**config.mk**
```make
export PLATFORM = sky130hd
export DESIGN_NAME = power_on_boot_clock_start
export DESIGN_NICKNAME = d
export VERILOG_FILES = /design/src/verilog/reset_release_sync.v /design/src/verilog/power_on_boot_clock_start.v
export VERILOG_INCLUDE_DIRS = /design/src /design/src/verilog
export SDC_FILE = /design/constraint.sdc
export NUM_CORES = 1
export LEC_CHECK = 0
export BUFFER_PORTS_ARGS = -buffer_cell sky130_fd_sc_hd__buf_2
export CAP_MARGIN = 30
export CORE_MARGIN = 1.5
export CORE_UTILIZATION = 30
export DETAILED_ROUTE_END_ITERATION = 16
export PLACE_DENSITY_LB_ADDON = 0.15
export RECOVER_POWER = 100
export REMOVE_ABC_BUFFERS = 1
export SETUP_SLACK_MARGIN = 0.05
export SKIP_LAST_GASP = 1
export SLEW_MARGIN = 40
export SYNTH_ARGS = -nofsm -noshare
export SYNTH_HDL_FRONTEND = slang
export SYNTH_SLANG_ARGS = --single-unit
```
**constraint.sdc**
```tcl
create_clock -name clk_sys -period 4.1 [get_ports clk_sys]
set_input_delay 0.205 -clock clk_sys [delete_from_list [all_inputs] [get_ports clk_sys]]
set_output_delay 0.205 -clock clk_sys [all_outputs]
set_load 0.01 [all_outputs]
```
**src/verilog/boot_seq_consts.vh**
```
// constants for the power-on boot and clock start sequencer
`ifndef BOOT_SEQ_CONSTS_VH
`define BOOT_SEQ_CONSTS_VH
`define BOOT_RESET_ADDR 32'h8000_0000
`define BOOT_CLK_PERIOD_NS 50
`define BOOT_SETTLE_NS 400
`define BOOT_SETTLE_CYC ((`BOOT_SETTLE_NS + `BOOT_CLK_PERIOD_NS - 1) / `BOOT_CLK_PERIOD_NS)
`define BOOT_SRC_RC 2'h0
`define BOOT_SRC_PLL0 2'h1
`define BOOT_SRC_PLL1 2'h2
`define BOOT_DIV_NONE 3'h0
`define BOOT_ST_HOLD 2'h0
`define BOOT_ST_SETTLE 2'h1
`define BOOT_ST_RUN 2'h2
`endif

```
**src/verilog/reset_release_sync.v**
```verilog
// two-stage reset release synchroniser
`timescale 1ns/1ns
`default_nettype none
module reset_release_sync (
	// clock and raw reset
	input wire clk_sys,
	input wire reset_n,
	// synchronised reset
	output wire sync_reset_n
);
	reg stage1_q;
	reg stage2_q;

	// assert at once, release only on a clean edge
	always @(posedge clk_sys or negedge reset_n) begin
		if (!reset_n) begin
			stage1_q <= 1'b0;
			stage2_q <= 1'b0;
		end else begin
			stage1_q <= 1'b1;
			stage2_q <= stage1_q;
		end
	end

	assign sync_reset_n = stage2_q;
endmodule // reset_release_sync
`default_nettype wire

```
**src/verilog/power_on_boot_clock_start.v**
```verilog
// start-up sequencer: power-on hold, rc clock selection, boot fetch address
`timescale 1ns/1ns
`default_nettype none
`include "boot_seq_consts.vh"
module power_on_boot_clock_start #(
	parameter NUM_MODULES = 8,
	parameter SETTLE_CYC = `BOOT_SETTLE_CYC
) (
	// clock and reset
	input wire clk_sys,
	input wire reset_n,
	// power-on reset indication
	input wire power_good,
	// software clock requests, honoured only after boot
	input wire sw_cfg_we,
	input wire [1:0] sw_clk_src,
	input wire sw_pll0_en,
	input wire sw_pll1_en,
	input wire [NUM_MODULES-1:0] sw_clk_gate_en,
	input wire [NUM_MODULES*3-1:0] sw_clk_div,
	// system reset and cpu boot
	output wire sys_reset_n,
	output reg cpu_fetch_start,
	output reg [31:0] cpu_fetch_addr,
	// clock control outputs
	output reg [1:0] clk_src_sel,
	output reg pll0_enable,
	output reg pll1_enable,
	output reg [NUM_MODULES-1:0] module_clk_en,
	output reg [NUM_MODULES*3-1:0] module_clk_div,
	output reg boot_done
);
	// ----------------------------------------------------------------
	// local constants
	// ----------------------------------------------------------------
	// width of one module's divide code; code 0 means undivided
	localparam DIV_W = 3;
	localparam [DIV_W-1:0] DIV_NONE = `BOOT_DIV_NONE;
	// last settle count; the counter runs 0 .. SETTLE_LAST, then boot
	localparam integer SETTLE_LAST_INT = SETTLE_CYC - 1;
	localparam [15:0] SETTLE_LAST = SETTLE_LAST_INT[15:0];
	// boot values of the per-module clock fields: all clocked, none divided
	localparam [NUM_MODULES-1:0] EN_BOOT = {NUM_MODULES{1'b1}};
	localparam [NUM_MODULES*DIV_W-1:0] DIV_BOOT = {NUM_MODULES{`BOOT_DIV_NONE}};
	// fixed first fetch address, the base of internal flash
	localparam [31:0] RESET_ADDR = `BOOT_RESET_ADDR;

	// ----------------------------------------------------------------
	// reset release
	// ----------------------------------------------------------------
	wire sync_reset_n;
	reg [1:0] state_q;
	reg [1:0] state_d;
	reg [15:0] settle_q;
	reg [15:0] settle_d;

	// hardware reset released on a clean clock edge
	reset_release_sync u_rst_sync (
		.clk_sys(clk_sys),
		.reset_n(reset_n),
		.sync_reset_n(sync_reset_n)
	);

	// system held while power unstable or still settling
	assign sys_reset_n = (state_q == `BOOT_ST_RUN);

	// ----------------------------------------------------------------
	// power sequencing state machine
	// ----------------------------------------------------------------
	// any drop of power_good returns to hold, a brown-out restarts boot
	always @* begin
		state_d = state_q;
		settle_d = settle_q;
		case (state_q)
			`BOOT_ST_HOLD: begin
				settle_d = 16'h0000;
				if (power_good)
					state_d = `BOOT_ST_SETTLE;
			end
			`BOOT_ST_SETTLE: begin
				if (!power_good)
					state_d = `BOOT_ST_HOLD;
				else if (settle_q >= SETTLE_LAST)
					state_d = `BOOT_ST_RUN;
				else
					settle_d = settle_q + 16'h0001;
			end
			`BOOT_ST_RUN: begin
				if (!power_good)
					state_d = `BOOT_ST_HOLD;
			end
			default: state_d = `BOOT_ST_HOLD;
		endcase
	end

	always @(posedge clk_sys or negedge sync_reset_n) begin
		if (!sync_reset_n) begin
			state_q <= `BOOT_ST_HOLD;
			settle_q <= 16'h0000;
		end else begin
			state_q <= state_d;
			settle_q <= settle_d;
		end
	end

	// ----------------------------------------------------------------
	// cpu boot fetch
	// ----------------------------------------------------------------
	wire enter_run;

	// run is entered on exactly one edge per boot, brown-out restarts included
	assign enter_run = (state_d == `BOOT_ST_RUN) && (state_q != `BOOT_ST_RUN);

	// one-cycle start pulse in the first cycle out of reset; the address is
	// constant but kept in a flop so the cpu sees a clean registered value
	always @(posedge clk_sys or negedge sync_reset_n) begin
		if (!sync_reset_n) begin
			cpu_fetch_start <= 1'b0;
			cpu_fetch_addr <= RESET_ADDR;
			boot_done <= 1'b0;
		end else begin
			cpu_fetch_start <= enter_run;
			cpu_fetch_addr <= RESET_ADDR;
			boot_done <= (state_d == `BOOT_ST_RUN);
		end
	end

	// ----------------------------------------------------------------
	// software write decode
	// ----------------------------------------------------------------
	// the port only counts once the system runs, so a write during the
	// start-up window cannot race the boot defaults
	wire boot_run;
	wire cfg_accept;
	wire src_pll0_ok;
	wire src_pll1_ok;
	wire [1:0] src_req;

	assign boot_run = (state_q == `BOOT_ST_RUN);
	assign cfg_accept = sw_cfg_we && boot_run;
	// a pll source is only taken if the same write enables that pll,
	// so the system never runs from a stopped clock
	assign src_pll0_ok = (sw_clk_src == `BOOT_SRC_PLL0) && sw_pll0_en;
	assign src_pll1_ok = (sw_clk_src == `BOOT_SRC_PLL1) && sw_pll1_en;
	assign src_req = (src_pll0_ok || src_pll1_ok) ? sw_clk_src : `BOOT_SRC_RC;

	// ----------------------------------------------------------------
	// clock source and pll enables
	// ----------------------------------------------------------------
	reg [1:0] clk_src_d;
	reg pll0_d;
	reg pll1_d;

	// boot defaults hold outside run; a write replaces all fields at once
	always @* begin
		clk_src_d = clk_src_sel;
		pll0_d = pll0_enable;
		pll1_d = pll1_enable;
		if (!boot_run) begin
			clk_src_d = `BOOT_SRC_RC;
			pll0_d = 1'b0;
			pll1_d = 1'b0;
		end else if (cfg_accept) begin
			clk_src_d = src_req;
			pll0_d = sw_pll0_en;
			pll1_d = sw_pll1_en;
		end
	end

	// registered so the clock switch sees a glitch-free select
	always @(posedge clk_sys or negedge sync_reset_n) begin
		if (!sync_reset_n) begin
			clk_src_sel <= `BOOT_SRC_RC;
			pll0_enable <= 1'b0;
			pll1_enable <= 1'b0;
		end else begin
			clk_src_sel <= clk_src_d;
			pll0_enable <= pll0_d;
			pll1_enable <= pll1_d;
		end
	end

	// ----------------------------------------------------------------
	// per-module clock gate and divider
	// ----------------------------------------------------------------
	wire [NUM_MODULES-1:0] clk_en_d;
	wire [NUM_MODULES*DIV_W-1:0] clk_div_d;
	genvar m;

	// one slice per module: boot forces clocked and undivided, a write
	// hands each module its own gate bit and divide code; no write
	// means the slice keeps its value
	generate
		for (m = 0; m < NUM_MODULES; m = m + 1) begin : g_module_clk
			assign clk_en_d[m] = !boot_run ? 1'b1 :
				(cfg_accept ? sw_clk_gate_en[m] : module_clk_en[m]);
			assign clk_div_d[m*DIV_W +: DIV_W] = !boot_run ? DIV_NONE :
				(cfg_accept ? sw_clk_div[m*DIV_W +: DIV_W] :
				module_clk_div[m*DIV_W +: DIV_W]);
		end
	endgenerate

	// per-module clock fields; a reset always restores the boot values
	always @(posedge clk_sys or negedge sync_reset_n) begin
		if (!sync_reset_n) begin
			module_clk_en <= EN_BOOT;
			module_clk_div <= DIV_BOOT;
		end else begin
			module_clk_en <= clk_en_d;
			module_clk_div <= clk_div_d;
		end
	end
endmodule // power_on_boot_clock_start
`default_nettype wire

```
==> results.md <==
- The pin count of the biggest net entering global routing is 57.
- The worst-case register-to-register setup slack is 1.82 ns.
- The period utilization is 64.8%.
- CTS saw 58 sinks.
- For this configuration, the core starts out at a cell density of 31.0%.
- Synthesis produced 221 cells.
- The total I/O pin count is 111.
- The net count of the finished layout is 344.
- The synthesized area divided by synthesized cell count is 11.6 µm².
- In this run the deepest clock path goes through 2 buffers.
- The run finished with clean final reports.
- The area growth from synthesis to layout is 20.5%.
- The pin slew with the least headroom to its limit is 1.30 ns.
- Of the total synthesized cell area, the portion taken by full adders, half adders and majority gates is 0.489%.
- The area of the mapped netlist is 2560 µm².
- After detailed routing, the average wire length per cell comes to 11.7 µm.
- The detailed router finished its first iteration with 53 violations.
- The hold-critical path endpoint is module_clk_en[6]$_DFFE_PN1P_.
- The worst hold path cell count is 3.
- Adding up every negative setup slack in the final design gives 0 ns.
- Static timing analysis puts the maximum clock frequency at 376 MHz.
- For this run the aggregate overflow at the end of global routing stands at 0.
- The proportion of synthesized area in mux cells is 13.3%.
- The number of cells on the critical path is 4.
- The worst reg2reg path depth is 5.
- The number of rows in the core area is 33.
- Leaving out fill and tap cells, the most frequent cells in the layout are sky130_fd_sc_hd__dfrtp_1 (49), sky130_fd_sc_hd__clkbuf_1 (40), sky130_fd_sc_hd__buf_2 (38).
- The launch instance of the worst register-to-register path is state_q[0]$_DFF_PN0_.
- The number of failing hold endpoints at the final stage is 0.
- The die height is 95.4 µm.
- Excluding fillers, the count of instances in the completed layout stands at 413.
- Global routing consumed, over all layers together, 11.1% of the routing resources.
- The critical path's most frequent cell is sky130_fd_sc_hd__clkbuf_1.
- Data arrives at the worst endpoint at 2.45 ns.
- The count of port buffers added during placement is 78.
- The initial antenna violation count is 0.
- The fill cell total of the finished layout is 868.
- Counting both buffers and inverters, the worst setup path holds a total of 3.
- The number of synthesized flops with an enable pin is 0.
- The setup slack at placement is 2.35 ns.
- CTS built an H-tree with a depth of 3.
- The post-synthesis share of cell area spent on and, or, nand and nor gates is 14.4%.
- Setup repair after global routing left no endpoint under its margin.
- The floorplan step defined a die boundary enclosing 9090 µm².
- The clock transition time at the flip-flop clock pins of the worst setup and hold paths is 0.06 ns.
- The number of vias after detailed routing is 1647.
- The final setup violation count is 0.
- The synthesized netlist devotes 2.84% of its cell area to compound gates.
- The worst pin sits at a relative slew slack of 13.2%.
- The via count of the first global-routing pass was 1558.
- The worst setup path is captured at an output pin.
- The final number of max-transition violations is 0.
- Clock tree synthesis inserted a total of 9 buffers.
- The largest single stage delay on the critical path is 0.96 ns.
- The combinational family with the most area after synthesis is simple AND/OR/NAND/NOR gates.
- In the post-route analysis, the smallest setup slack over all paths is 1.44 ns.
- STA classifies the critical path startpoint as a flip-flop.
- The cell family contributing the most delay on the critical path is buffers and inverters.
- Synthesis inferred 58 register bits.
- The first TritonRoute pass finished after 4 iterations.
- The post-synthesis xor/xnor area fraction is 0%.
- The wire length of the first global-routing pass is 7510 µm.
- The maximum ir drop on the vdd rail is 159 µV.
- The number of distinct library cells after synthesis is 28.
- The horizontal die dimension is 95.4 µm.
- The TritonCTS clock tree is done.
- The path class of the tightest hold or removal check is primary input to flip-flop.
- The most instantiated flip-flop cell in the synthesis netlist is sky130_fd_sc_hd__dfrtp_1.
- The total wire length is 4830 µm.
- For this run, the number of Yosys warnings is 0.
- The class of the most critical setup path is flip-flop to output pin.
- The peak fanout along the critical path is 28.
- The master of the slowest instance on the critical path is sky130_fd_sc_hd__clkbuf_1.
- Dividing the detail-routed via count by the number of cells gives 3.99.
- The diode insertion count for antenna repair is 0.
- At the worst endpoint, the required time is 3.89 ns.
- The post-placement cell count is 396.
- The total area inside the core boundary comes to 8260 µm².
- The count of nets left with antenna violations after detail routing is 0.
- The final core utilization is 37.3%.
- In this run the critical register-to-register path is captured at boot_done$_DFF_PN0_.
- For the worst-skew pair, the clock arrives at the later sink with an insertion delay of 0.33 ns.
- Final hold analysis gives a worst-case slack of 0.0925 ns.
- Counting I/O delays and the setup requirement, the final critical path takes 2.66 ns.
- The congestion estimate from routability-driven global placement came to 0.669.
- Max-cap violations in this run came to 0.
- The share of synthesized flip-flops with an asynchronous set or reset is 100%.
- The residual DRC count is 0.
- The analysis attributes to cell leakage a power of 1.54 nW.
- The fraction of the yosys area taken by sequential cells is 57.1%.
- The total power divided by cell area is 385 nW/µm².
- Across the routed clock network, the largest skew measured is 0.00581 ns.
- The library cell used most frequently in the layout, excluding fill and tap cells, is sky130_fd_sc_hd__dfrtp_1.
- The share of post-route cells with drive strength above 1 is 22.1%.
- In this run the most critical hold path is launched from sw_clk_gate_en[6].
- The detailed placer's ending HPWL is 3200 µm.
- The critical path goes through nand2b_1, clkbuf_1, inv_2, clkbuf_1.
- The buffer cell driving the clock tree root is sky130_fd_sc_hd__clkbuf_8.
[flip-flops by register name, summed over array words and instances (netlist names)]
signal and cells:
state_q 2, u_rst_sync.stage1_q 1, pll0_enable 1, settle_q 16, module_clk_en 8, cpu_fetch_start 1, pll1_enable 1, u_rst_sync.sync_reset_n 1
module_clk_div 24, clk_src_sel 2, boot_done 1
[cells by family after synthesis]
| logic type | after synthesis |
|---|---|
| flops | 58 |
| fa+ha+maj | 1 |
| buf+inv | 45 |
| mux | 34 |
| simple gates | 70 |
| other cells | 2 |
| compound gates | 11 |
[power breakdown]
part,total (mW),switching (mW),internal (mW),leakage (nW)
clock network,0.529,0.219,0.310,0.105
logic,0.0799,0.0488,0.0311,0.664
registers,0.579,0.00315,0.576,0.772
total,1.19,0.271,0.917,1.54
[worst reg2reg max path, delay by kind of cell, from the launching register on]
| kind | cells | cell delay (ns) |
|---|---|---|
| buf+inv | 2 | 1.25 |
| compound gates | 1 | 0.09 |
| simple gates | 2 | 0.33 |
| flops | 1 | 0.49 |
[worst max-delay path by stage]
stage	startpoint	end	slack, ns
after floorplan	u_rst_sync.sync_reset_n$_DFF_PN0_	boot_done$_DFF_PN0_	2.38
after global placement	settle_q[0]$_DFFE_PN0P_	settle_q[1]$_DFFE_PN0P_	2.41
after detailed placement	settle_q[0]$_DFFE_PN0P_	settle_q[1]$_DFFE_PN0P_	2.35
after CTS	state_q[0]$_DFF_PN0_	sys_reset_n	2.20
after global routing	state_q[0]$_DFF_PN0_	sys_reset_n	1.13
final	state_q[0]$_DFF_PN0_	sys_reset_n	1.44
[final cells by class]
class | count | area (µm²) | area share, %
timing repair buffer | 81 | 365 | 11.8
sequential | 58 | 1460 | 47.4
inverter | 4 | 15.0 | 0.487
tap | 105 | 131 | 4.26
multi-input combinational | 149 | 906 | 29.4
clock inverter | 5 | 52.6 | 1.70
clock buffer | 11 | 151 | 4.91
[stage by stage]
stage / power (mW) / instance area [µm²]
6_report: 1.19 / 3080
3_3_place_gp: 0.672 / 2930
2_1_floorplan: 0.634 / 2390
4_1_cts: 1.21 / 3150
5_1_grt: 1.25 / 3080
3_5_place_dp: 0.670 / 2930
[metal layers]
metal	track usage, %	routed length [µm]	vias to the layer above	share of wire (%)
met4	5.97	84	0	1.7
met2	15.8	2010	68	42
met3	4.39	419	10	8.7
met5	0	0	-	0
met1	14.4	2320	744	48
li1	-	-	825	-
[Yosys cell counts, types with 2 or more instances]
| master | number | area share, % |
|---|---|---|
| sky130_fd_sc_hd__o22a_1 | 2 | 0.68 |
| sky130_fd_sc_hd__inv_1 | 3 | 0.44 |
| sky130_fd_sc_hd__o21ai_0 | 3 | 0.59 |
| sky130_fd_sc_hd__dfstp_2 | 8 | 8.2 |
| sky130_fd_sc_hd__clkbuf_1 | 3 | 0.44 |
| sky130_fd_sc_hd__conb_1 | 2 | 0.29 |
| sky130_fd_sc_hd__buf_4 | 32 | 9.4 |
| sky130_fd_sc_hd__nor3_1 | 4 | 0.78 |
| sky130_fd_sc_hd__nand3_1 | 3 | 0.59 |
| sky130_fd_sc_hd__nor2b_1 | 12 | 2.9 |
| sky130_fd_sc_hd__nor2_1 | 28 | 4.1 |
| sky130_fd_sc_hd__nand2_1 | 11 | 1.6 |
| sky130_fd_sc_hd__dfrtp_1 | 50 | 49 |
| sky130_fd_sc_hd__a21oi_1 | 4 | 0.78 |
| sky130_fd_sc_hd__nand4b_1 | 2 | 0.68 |
| sky130_fd_sc_hd__buf_2 | 6 | 1.2 |
| sky130_fd_sc_hd__nand2b_1 | 4 | 0.98 |
| sky130_fd_sc_hd__mux2i_1 | 34 | 13 |
[what timing repair did]
item / CTS / global route
endpoints found under the hold margin: 2 / 0
gates resized for setup: 0 / 0
setup buffers: 0 / 0
hold buffers: 1 / 0
(Power assumes the default switching activity.)
